==> config.mk <==
export PLATFORM = sky130hd
export DESIGN_NAME = integer_add_and_logic_alu
export DESIGN_NICKNAME = d
export VERILOG_FILES = /design/src/rtl/alu_pkg.sv /design/src/rtl/integer_add_and_logic_alu.sv
export VERILOG_INCLUDE_DIRS = /design/src /design/src/rtl
export SDC_FILE = /design/constraint.sdc
export NUM_CORES = 1
export LEC_CHECK = 0
export ABC_AREA = 0
export BUFFER_PORTS_ARGS = -buffer_cell sky130_fd_sc_hd__clkbuf_2
export CORE_MARGIN = 10
export CORE_UTILIZATION = 25
export CTS_BUF_LIST = sky130_fd_sc_hd__clkbuf_8
export DETAILED_ROUTE_END_ITERATION = 10
export SETUP_SLACK_MARGIN = 0.4
export SLEW_MARGIN = 40
export SYNTH_ARGS = -nofsm -noshare
export SYNTH_HDL_FRONTEND = slang
export SYNTH_SLANG_ARGS = --single-unit
==> constraint.sdc <==
create_clock -name clock_i -period 3.68 [get_ports clock_i]
set_clock_uncertainty 0.05 [all_clocks]
set_input_delay 0.184 -clock clock_i [delete_from_list [all_inputs] [get_ports clock_i]]
set_output_delay 0.184 -clock clock_i [all_outputs]
set_load 0.01 [all_outputs]
==> src/rtl/alu_consts.svh <==
// constants for the integer add and logic datapath
`ifndef ALU_CONSTS_SVH
`define ALU_CONSTS_SVH
`define ALU_DATA_W 32
`define ALU_IMM_W 16
`define ALU_REG_IDX_W 5
`define ALU_ZERO_IDX 5'h00
`define ALU_ZERO_WORD 32'h0000_0000
`define ALU_ONES_WORD 32'hFFFF_FFFF
`define ALU_ZERO_HALF 16'h0000
`endif

==> src/rtl/alu_pkg.sv <==
// types for the integer add and logic datapath
`default_nettype none
package alu_pkg;
    typedef enum logic [3:0] {
        OP_SUM, OP_SUM_CARRY, OP_SUM_EXT, OP_SUM_IMM, OP_SUM_IMM_CARRY,
        OP_SUM_IMM_CARRY_REC, OP_SUM_IMM_HIGH, OP_SUM_MINUS_ONE, OP_SUM_ZERO,
        OP_AND, OP_AND_COMPL, OP_AND_IMM_LOW, OP_AND_IMM_HIGH
    } alu_op_type;

    typedef struct packed {
        logic valid;
        alu_op_type op;
        logic [4:0] dest_idx;
        logic [4:0] source_a_idx;
        logic [31:0] source_a_reg;
        logic [31:0] source_b_reg;
        logic [31:0] value_source_reg;
        logic [15:0] imm16;
        logic overflow_enable;
        logic record_bit;
    } alu_req_type;

    typedef struct packed {
        logic negative_flag;
        logic positive_flag;
        logic zero_flag;
        logic sticky_flag;
    } result_field_type;

    typedef struct packed {
        logic valid;
        logic [4:0] dest_idx;
        logic [31:0] data;
    } alu_wb_type;
endpackage
`default_nettype wire

==> src/rtl/integer_add_and_logic_alu.sv <==
// integer add and bitwise and execution stage with flag state
`include "alu_consts.svh"
`timescale 1ns/10ps
`default_nettype none
module integer_add_and_logic_alu #(
    parameter int DATA_W = `ALU_DATA_W
) (
    // clock and reset
    input wire logic clock_i,
    input wire logic resetn_i,
    // request from decode and register file
    input wire alu_pkg::alu_req_type req_i,
    // result write-back
    output alu_pkg::alu_wb_type wb_o,
    // flag state
    output alu_pkg::result_field_type result_flag_field_o,
    output logic unsigned_out_flag_o,
    output logic signed_overflow_flag_o
);
    if (DATA_W != `ALU_DATA_W) begin : g_chk
        $error("datapath supports only a 32-bit width");
    end

    function automatic logic [31:0] sign_extend_fn(input logic [15:0] v);
        sign_extend_fn = {{16{v[15]}}, v};
    endfunction

    function automatic logic is_imm_sum(input alu_pkg::alu_op_type op);
        is_imm_sum = (op == alu_pkg::OP_SUM_IMM) || (op == alu_pkg::OP_SUM_IMM_HIGH);
    endfunction

    logic [31:0] add_a, add_b, add_c, logic_res, result;
    logic [31:0] and_operand, and_bits;
    logic [32:0] sum_full;
    logic is_add, carry_upd, carry_in_op, rec_upd, ov_allowed, dest_is_a, ov_now;
    logic sign_a, sign_b, sign_s;
    alu_pkg::result_field_type result_flag_field_r, field_nxt;
    logic unsigned_out_flag_r, signed_overflow_flag_r, sticky_now;
    alu_pkg::alu_wb_type wb_r;

    // control decode: each branch sets the whole control word, so no
    // operation silently inherits a default meant for another
    always_comb begin
        is_add = 1'b0;
        carry_upd = 1'b0;
        carry_in_op = 1'b0;
        rec_upd = 1'b0;
        ov_allowed = 1'b0;
        dest_is_a = 1'b1;
        case (req_i.op)
            // plain register sum
            alu_pkg::OP_SUM: begin
                is_add = 1'b1;
                carry_upd = 1'b0;
                carry_in_op = 1'b0;
                rec_upd = req_i.record_bit;
                ov_allowed = 1'b1;
                dest_is_a = 1'b0;
            end

            // register sum that reports the carry
            alu_pkg::OP_SUM_CARRY: begin
                is_add = 1'b1;
                carry_upd = 1'b1;
                carry_in_op = 1'b0;
                rec_upd = req_i.record_bit;
                ov_allowed = 1'b1;
                dest_is_a = 1'b0;
            end

            // register sum with carry in and out
            alu_pkg::OP_SUM_EXT: begin
                is_add = 1'b1;
                carry_upd = 1'b1;
                carry_in_op = 1'b1;
                rec_upd = req_i.record_bit;
                ov_allowed = 1'b1;
                dest_is_a = 1'b0;
            end

            // immediate sum touches no flag
            alu_pkg::OP_SUM_IMM: begin
                is_add = 1'b1;
                carry_upd = 1'b0;
                carry_in_op = 1'b0;
                rec_upd = 1'b0;
                ov_allowed = 1'b0;
                dest_is_a = 1'b0;
            end

            // immediate sum that reports the carry
            alu_pkg::OP_SUM_IMM_CARRY: begin
                is_add = 1'b1;
                carry_upd = 1'b1;
                carry_in_op = 1'b0;
                rec_upd = 1'b0;
                ov_allowed = 1'b0;
                dest_is_a = 1'b0;
            end

            // immediate carry sum that always records
            alu_pkg::OP_SUM_IMM_CARRY_REC: begin
                is_add = 1'b1;
                carry_upd = 1'b1;
                carry_in_op = 1'b0;
                rec_upd = 1'b1;
                ov_allowed = 1'b0;
                dest_is_a = 1'b0;
            end

            // upper-half immediate sum touches no flag
            alu_pkg::OP_SUM_IMM_HIGH: begin
                is_add = 1'b1;
                carry_upd = 1'b0;
                carry_in_op = 1'b0;
                rec_upd = 1'b0;
                ov_allowed = 1'b0;
                dest_is_a = 1'b0;
            end

            // source A plus carry minus one
            alu_pkg::OP_SUM_MINUS_ONE: begin
                is_add = 1'b1;
                carry_upd = 1'b1;
                carry_in_op = 1'b1;
                rec_upd = req_i.record_bit;
                ov_allowed = 1'b1;
                dest_is_a = 1'b0;
            end

            // source A plus carry
            alu_pkg::OP_SUM_ZERO: begin
                is_add = 1'b1;
                carry_upd = 1'b1;
                carry_in_op = 1'b1;
                rec_upd = req_i.record_bit;
                ov_allowed = 1'b1;
                dest_is_a = 1'b0;
            end

            // register conjunction
            alu_pkg::OP_AND: begin
                is_add = 1'b0;
                carry_upd = 1'b0;
                carry_in_op = 1'b0;
                rec_upd = req_i.record_bit;
                ov_allowed = 1'b0;
                dest_is_a = 1'b1;
            end

            // conjunction with inverted source B
            alu_pkg::OP_AND_COMPL: begin
                is_add = 1'b0;
                carry_upd = 1'b0;
                carry_in_op = 1'b0;
                rec_upd = req_i.record_bit;
                ov_allowed = 1'b0;
                dest_is_a = 1'b1;
            end

            // lower-half mask always records
            alu_pkg::OP_AND_IMM_LOW: begin
                is_add = 1'b0;
                carry_upd = 1'b0;
                carry_in_op = 1'b0;
                rec_upd = 1'b1;
                ov_allowed = 1'b0;
                dest_is_a = 1'b1;
            end

            // upper-half mask always records
            alu_pkg::OP_AND_IMM_HIGH: begin
                is_add = 1'b0;
                carry_upd = 1'b0;
                carry_in_op = 1'b0;
                rec_upd = 1'b1;
                ov_allowed = 1'b0;
                dest_is_a = 1'b1;
            end

            // unknown codes write zero and move no flag
            default: begin
                is_add = 1'b0;
                carry_upd = 1'b0;
                carry_in_op = 1'b0;
                rec_upd = 1'b0;
                ov_allowed = 1'b0;
                dest_is_a = 1'b1;
            end
        endcase
    end

    // adder operands
    always_comb begin
        add_a = req_i.source_a_reg;
        add_b = `ALU_ZERO_WORD;
        if (is_imm_sum(req_i.op) && req_i.source_a_idx == `ALU_ZERO_IDX) begin
            add_a = `ALU_ZERO_WORD;
        end
        case (req_i.op)
            alu_pkg::OP_SUM,
            alu_pkg::OP_SUM_CARRY,
            alu_pkg::OP_SUM_EXT: begin
                add_b = req_i.source_b_reg;
            end

            alu_pkg::OP_SUM_IMM,
            alu_pkg::OP_SUM_IMM_CARRY,
            alu_pkg::OP_SUM_IMM_CARRY_REC: begin
                add_b = sign_extend_fn(req_i.imm16);
            end

            alu_pkg::OP_SUM_IMM_HIGH: begin
                add_b = {req_i.imm16, `ALU_ZERO_HALF};
            end

            alu_pkg::OP_SUM_MINUS_ONE: begin
                add_b = `ALU_ONES_WORD;
            end

            default: begin
                add_b = `ALU_ZERO_WORD;
            end
        endcase
    end

    // carry-in word, zero for every operation that does not consume it
    assign add_c = carry_in_op ? {31'h0000_0000, unsigned_out_flag_r} : `ALU_ZERO_WORD;

    // second operand of the conjunction
    always_comb begin
        and_operand = `ALU_ZERO_WORD;
        case (req_i.op)
            alu_pkg::OP_AND: begin
                and_operand = req_i.source_b_reg;
            end

            alu_pkg::OP_AND_COMPL: begin
                and_operand = ~req_i.source_b_reg;
            end

            alu_pkg::OP_AND_IMM_LOW: begin
                and_operand = {`ALU_ZERO_HALF, req_i.imm16};
            end

            alu_pkg::OP_AND_IMM_HIGH: begin
                and_operand = {req_i.imm16, `ALU_ZERO_HALF};
            end

            default: begin
                and_operand = `ALU_ZERO_WORD;
            end
        endcase
    end

    // bitwise conjunction, one gate per bit
    for (genvar gi = 0; gi < DATA_W; gi++) begin : g_and_bit
        assign and_bits[gi] = req_i.value_source_reg[gi] & and_operand[gi];
    end
    assign logic_res = and_bits;

    assign sum_full = {1'b0, add_a} + {1'b0, add_b} + {1'b0, add_c};

    // write-back value: adder or conjunction
    always_comb begin
        if (is_add) begin
            result = sum_full[31:0];
        end else begin
            result = logic_res;
        end
    end

    // signed overflow: operands share a sign the truncated sum lacks
    always_comb begin
        sign_a = add_a[31];
        sign_b = add_b[31];
        sign_s = sum_full[31];
        ov_now = (sign_a == sign_b) && (sign_s != sign_a);
    end
    // overflow this cycle also feeds the sticky copy recorded now
    assign sticky_now = result_flag_field_r.sticky_flag
        | (is_add & ov_allowed & req_i.overflow_enable & ov_now);

    // per-byte zero detect keeps the wide compare shallow
    logic [3:0] byte_zero;
    for (genvar gb = 0; gb < 4; gb++) begin : g_byte_zero
        assign byte_zero[gb] = result[gb*8 +: 8] == 8'h00;
    end

    always_comb begin
        field_nxt.negative_flag = $signed(result) < 0;
        field_nxt.positive_flag = $signed(result) > 0;
        field_nxt.zero_flag = &byte_zero;
        field_nxt.sticky_flag = sticky_now;
    end

    // result write-back
    always_ff @(posedge clock_i or negedge resetn_i) begin
        if (!resetn_i) begin
            wb_r <= '0;
        end else begin
            wb_r.valid <= req_i.valid;
            wb_r.data <= result;
            // and forms target the source-A position
            wb_r.dest_idx <= dest_is_a ? req_i.source_a_idx : req_i.dest_idx;
        end
    end

    // carry flag
    always_ff @(posedge clock_i or negedge resetn_i) begin
        if (!resetn_i) begin
            unsigned_out_flag_r <= 1'b0;
        end else if (req_i.valid && carry_upd) begin
            unsigned_out_flag_r <= sum_full[32];
        end
    end

    // overflow flag
    always_ff @(posedge clock_i or negedge resetn_i) begin
        if (!resetn_i) begin
            signed_overflow_flag_r <= 1'b0;
        end else if (req_i.valid && is_add && ov_allowed && req_i.overflow_enable) begin
            signed_overflow_flag_r <= ov_now;
        end
    end

    // result field, sticky bit lives here too
    always_ff @(posedge clock_i or negedge resetn_i) begin
        if (!resetn_i) begin
            result_flag_field_r <= '0;
        end else if (req_i.valid) begin
            if (rec_upd) begin
                result_flag_field_r <= field_nxt;
            end else begin
                result_flag_field_r.sticky_flag <= sticky_now;
            end
        end
    end

    assign wb_o = wb_r;
    assign result_flag_field_o = result_flag_field_r;
    assign unsigned_out_flag_o = unsigned_out_flag_r;
    assign signed_overflow_flag_o = signed_overflow_flag_r;
endmodule
`default_nettype wire

==> run metrics <==
status finished, violations left; failing checks negative setup slack; Setup WS post-layout -0.09782 ns; Mapped Cells 730; Critical Path End Type register; initial core utilization 0.2549; Root Driver clkbuf_8; RSZ-0062 raised after global routing yes; post-route cell area 9214 sq um; Die Wd 169.6 microns; leakage power 4.420 nW; # setup viols final 2; grt total ovfl 0; Peak VDD IR 0.1515 mV; CP startpoint kind input port; initial drt markers 585; DRT Pass-1 Iters 6; IO Pins 175; cell accounting for the most synthesized area dfrtp_1; H-tree level count 2; Multi-input gate area 4659 sq um; ys flop type dfrtp_1; Routed WL per cell 21.01 microns; Worst Reg-to-Reg Cells 14; worst hold endpoint wb_o[32]$_DFF_PN0_; total CTS buffers 5; Worst Path Arrival 3.98 ns; Vias/cell 5.411; synth top area cells dfrtp_1 20%, ha_1 6.9%, o21ai_0 4.3%; Post-synth EDFFs 0; internal power 1.494 mW; switching pwr 1.034 mW; hold path start req_i[114]; endpoints failing hold 0; Worst-Margin Slew 0.6466 ns; Req. time, crit path 3.88 ns; period utilisation layout 1.027; area delta synth->final 64.60%; initial antenna violation count 5; drt total wl 28910 microns; Mapped Area 5598 sq um; Switching Share 0.4090; Final Wtd Congestion 0.9371; Cell Rows 54; worst slack, placed -0.5021 ns; DR vias 7446; DP HPWL 23030 microns; share of layout cells above drive strength 1 0.4744; clk sinks 44; clock tree from TritonCTS done; max-slew violation count 0; vias in the first global route 7347; syn nets 894; core area 21960 sq um; Remaining DRCs 0; Die Span Y 169.6 microns; Port Buffer Count 174; placed cell areas 8317 sq um; min-delay worst type in2reg; CP max FO 7; Clk Latency, worst-skew pair 0.34 ns; hold depth 3; r2r setup slk -0.01 ns; Clock power frac 0.148; Longest Clk Path Bufs 2; pwr dens 274.4 nW/um^2; FFs w/ async S/R, synth 1.000; # Max-Cap Violations 0; Reg clk slew, reported paths 0.12 ns; Max-slew headroom 0.5653; Synth Area per Inst 7.668 sq um; reg2reg start unsigned_out_flag_o$_DFFE_PN0P_; Seq pwr share 0.234; reg2reg end result_flag_field_o[2]$_DFFE_PN0P_; TNS Setup -0.1829 ns; Fillers 2239; Fmax 264.7 MHz; Synth top area share 0.1967; Total GRT Usage 0.1884; Final min period 3.778 ns; ANT nets after route 0; combinational power share 0.618; storage element area 1101 sq um; global-route wire length before repair 42480 microns; flip-flop and latch count after synthesis 44; register area share after synthesis 0.1967; Yosys cell types 81; # nets final 1255; number of synthesis warnings 0; largest net degree at the start of global routing 45; Crit Path Class in2reg; die area 28780 sq um
[per-layer routing]
| layer | part of all wire | routed length, microns | track usage |
|---|---|---|---|
| met1 | 0.42 | 12270 | 0.2378 |
| met2 | 0.46 | 13190 | 0.3003 |
| met3 | 0.078 | 2243 | 0.04443 |
| met4 | 0.041 | 1176 | 0.08012 |
| met5 | 0.00090 | 26 | 0 |
[critical path, cell delays in order]
cell	delay (ns)
buf_12	0.12
buf_12	0.14
buf_8	0.13
mux2i_1	0.10
or2_2	0.31
a31oi_4	0.17
ha_4	0.23
and2_4	0.16
a221o_1	0.35
or3_1	0.38
a31o_1	0.25
nor4_2	0.32
and4_1	0.26
nand4_1	0.16
nor3_2	0.25
nand4b_1	0.22
o21ba_1	0.24
[how the worst max path moves through the flow]
stage,startpoint,end,slack [ns],cells past startpoint
2_1_floorplan,req_i[125],result_flag_field_o[2]$_DFFE_PN0P_,-0.08,19
3_3_place_gp,req_i[126],result_flag_field_o[2]$_DFFE_PN0P_,-0.50,16
3_5_place_dp,req_i[126],result_flag_field_o[2]$_DFFE_PN0P_,-0.50,16
4_1_cts,req_i[118],result_flag_field_o[2]$_DFFE_PN0P_,0.03,19
5_1_grt,req_i[126],result_flag_field_o[2]$_DFFE_PN0P_,-0.12,21
6_report,req_i[126],result_flag_field_o[2]$_DFFE_PN0P_,-0.1,17
[per-stage QoR]
| stage | utilization | std cells | hold slack [ns] | total power [mW] |
|---|---|---|---|---|
| floorplan | - | 730 | -0.1616 | 1.294 |
| global placement | 0.3787 | 1335 | 0.2844 | 1.984 |
| detailed placement | 0.3787 | 1335 | 0.2937 | 1.991 |
| CTS | 0.4014 | 1359 | 0.003346 | 2.452 |
| global route | 0.4194 | 1374 | 0.0008936 | 2.684 |
| finish | 0.4196 | 1376 | 0.01044 | 2.528 |
[registers in the layout, summed over array words and instances, names as in the netlist]
signal                  cells
result_flag_field_o         4
signed_overflow_flag_o      1
unsigned_out_flag_o         1
wb_o                       38
[final cells by class]
class	count	share of cell area
Antenna cell	4	0.001086
Clock buffer	6	0.008963
Clock inverter	2	0.001630
Inverter	26	0.01059
Multi-Input combinational cell	600	0.5057
Sequential cell	44	0.1195
Tap cell	280	0.03802
Timing Repair Buffer	414	0.3145
[cells in the mapped netlist (5+ instances only)]
master,count
nand2b_1,5
o22ai_1,17
or2_2,17
a31oi_1,21
xnor2_1,7
or3_1,9
xor2_1,7
a211o_1,5
a21oi_1,47
a221o_1,17
and3_1,16
buf_2,7
and2_1,36
o221ai_1,10
clkbuf_1,44
o21a_1,7
nand3_1,21
nor4_1,5
a211oi_1,13
nand2_1,56
o211ai_1,13
a31o_1,5
inv_1,26
nor2_1,28
mux2i_1,22
ha_1,31
o21ai_0,48
a21o_1,19
nand3b_1,12
nand4_1,13
nor3_1,13
dfrtp_1,44
nor2b_1,6
buf_4,5
[cells in the final DEF (no fill, tap or decap), types with 8 or more instances in the layout]
| cell type | n |
|---|---|
| a211oi_1 | 9 |
| o211ai_1 | 13 |
| dfrtp_1 | 44 |
| and3_1 | 16 |
| clkbuf_8 | 8 |
| buf_6 | 8 |
| nor2_1 | 25 |
| or3_1 | 8 |
| a21oi_1 | 39 |
| o22ai_1 | 17 |
| and2_1 | 34 |
| nand2_1 | 52 |
| buf_4 | 215 |
| buf_12 | 8 |
| nand3b_1 | 12 |
| inv_1 | 26 |
| o221ai_1 | 10 |
| a221o_1 | 17 |
| dlygate4sd3_1 | 8 |
| or2_2 | 15 |
| nand3_1 | 20 |
| ha_1 | 22 |
| a21o_1 | 19 |
| clkbuf_2 | 168 |
| o21ai_0 | 43 |
| a31oi_1 | 14 |
| mux2i_1 | 22 |
| nand4_1 | 13 |
[cells by family after synthesis]
logic type	count (synthesis)	share of synthesized area
compound gates	269	0.3380
xor+xnor	14	0.02190
fa+ha+maj	34	0.07823
buf+inv	86	0.06281
flops	44	0.1967
mux	25	0.04738
simple gates	258	0.2550
[power groups by stage]
stage | registers (mW) | clock network, mW | logic (mW)
floorplan | 0.649 | 0 | 0.645
global placement | 0.601 | 0 | 1.38
detailed placement | 0.602 | 0 | 1.39
CTS | 0.592 | 0.398 | 1.46
global route | 0.601 | 0.404 | 1.68
finish | 0.591 | 0.374 | 1.56
[repair_timing]
action,in CTS,in global routing
setup buffers,8,12
gates cloned,1,0
pin swaps,19,41
hold buffers,7,1
resized for setup,35,61
endpoints found under the setup margin,10,13
hold endpoints to repair,50,1
No activity file was read; power rests on OpenSTA's default activity.
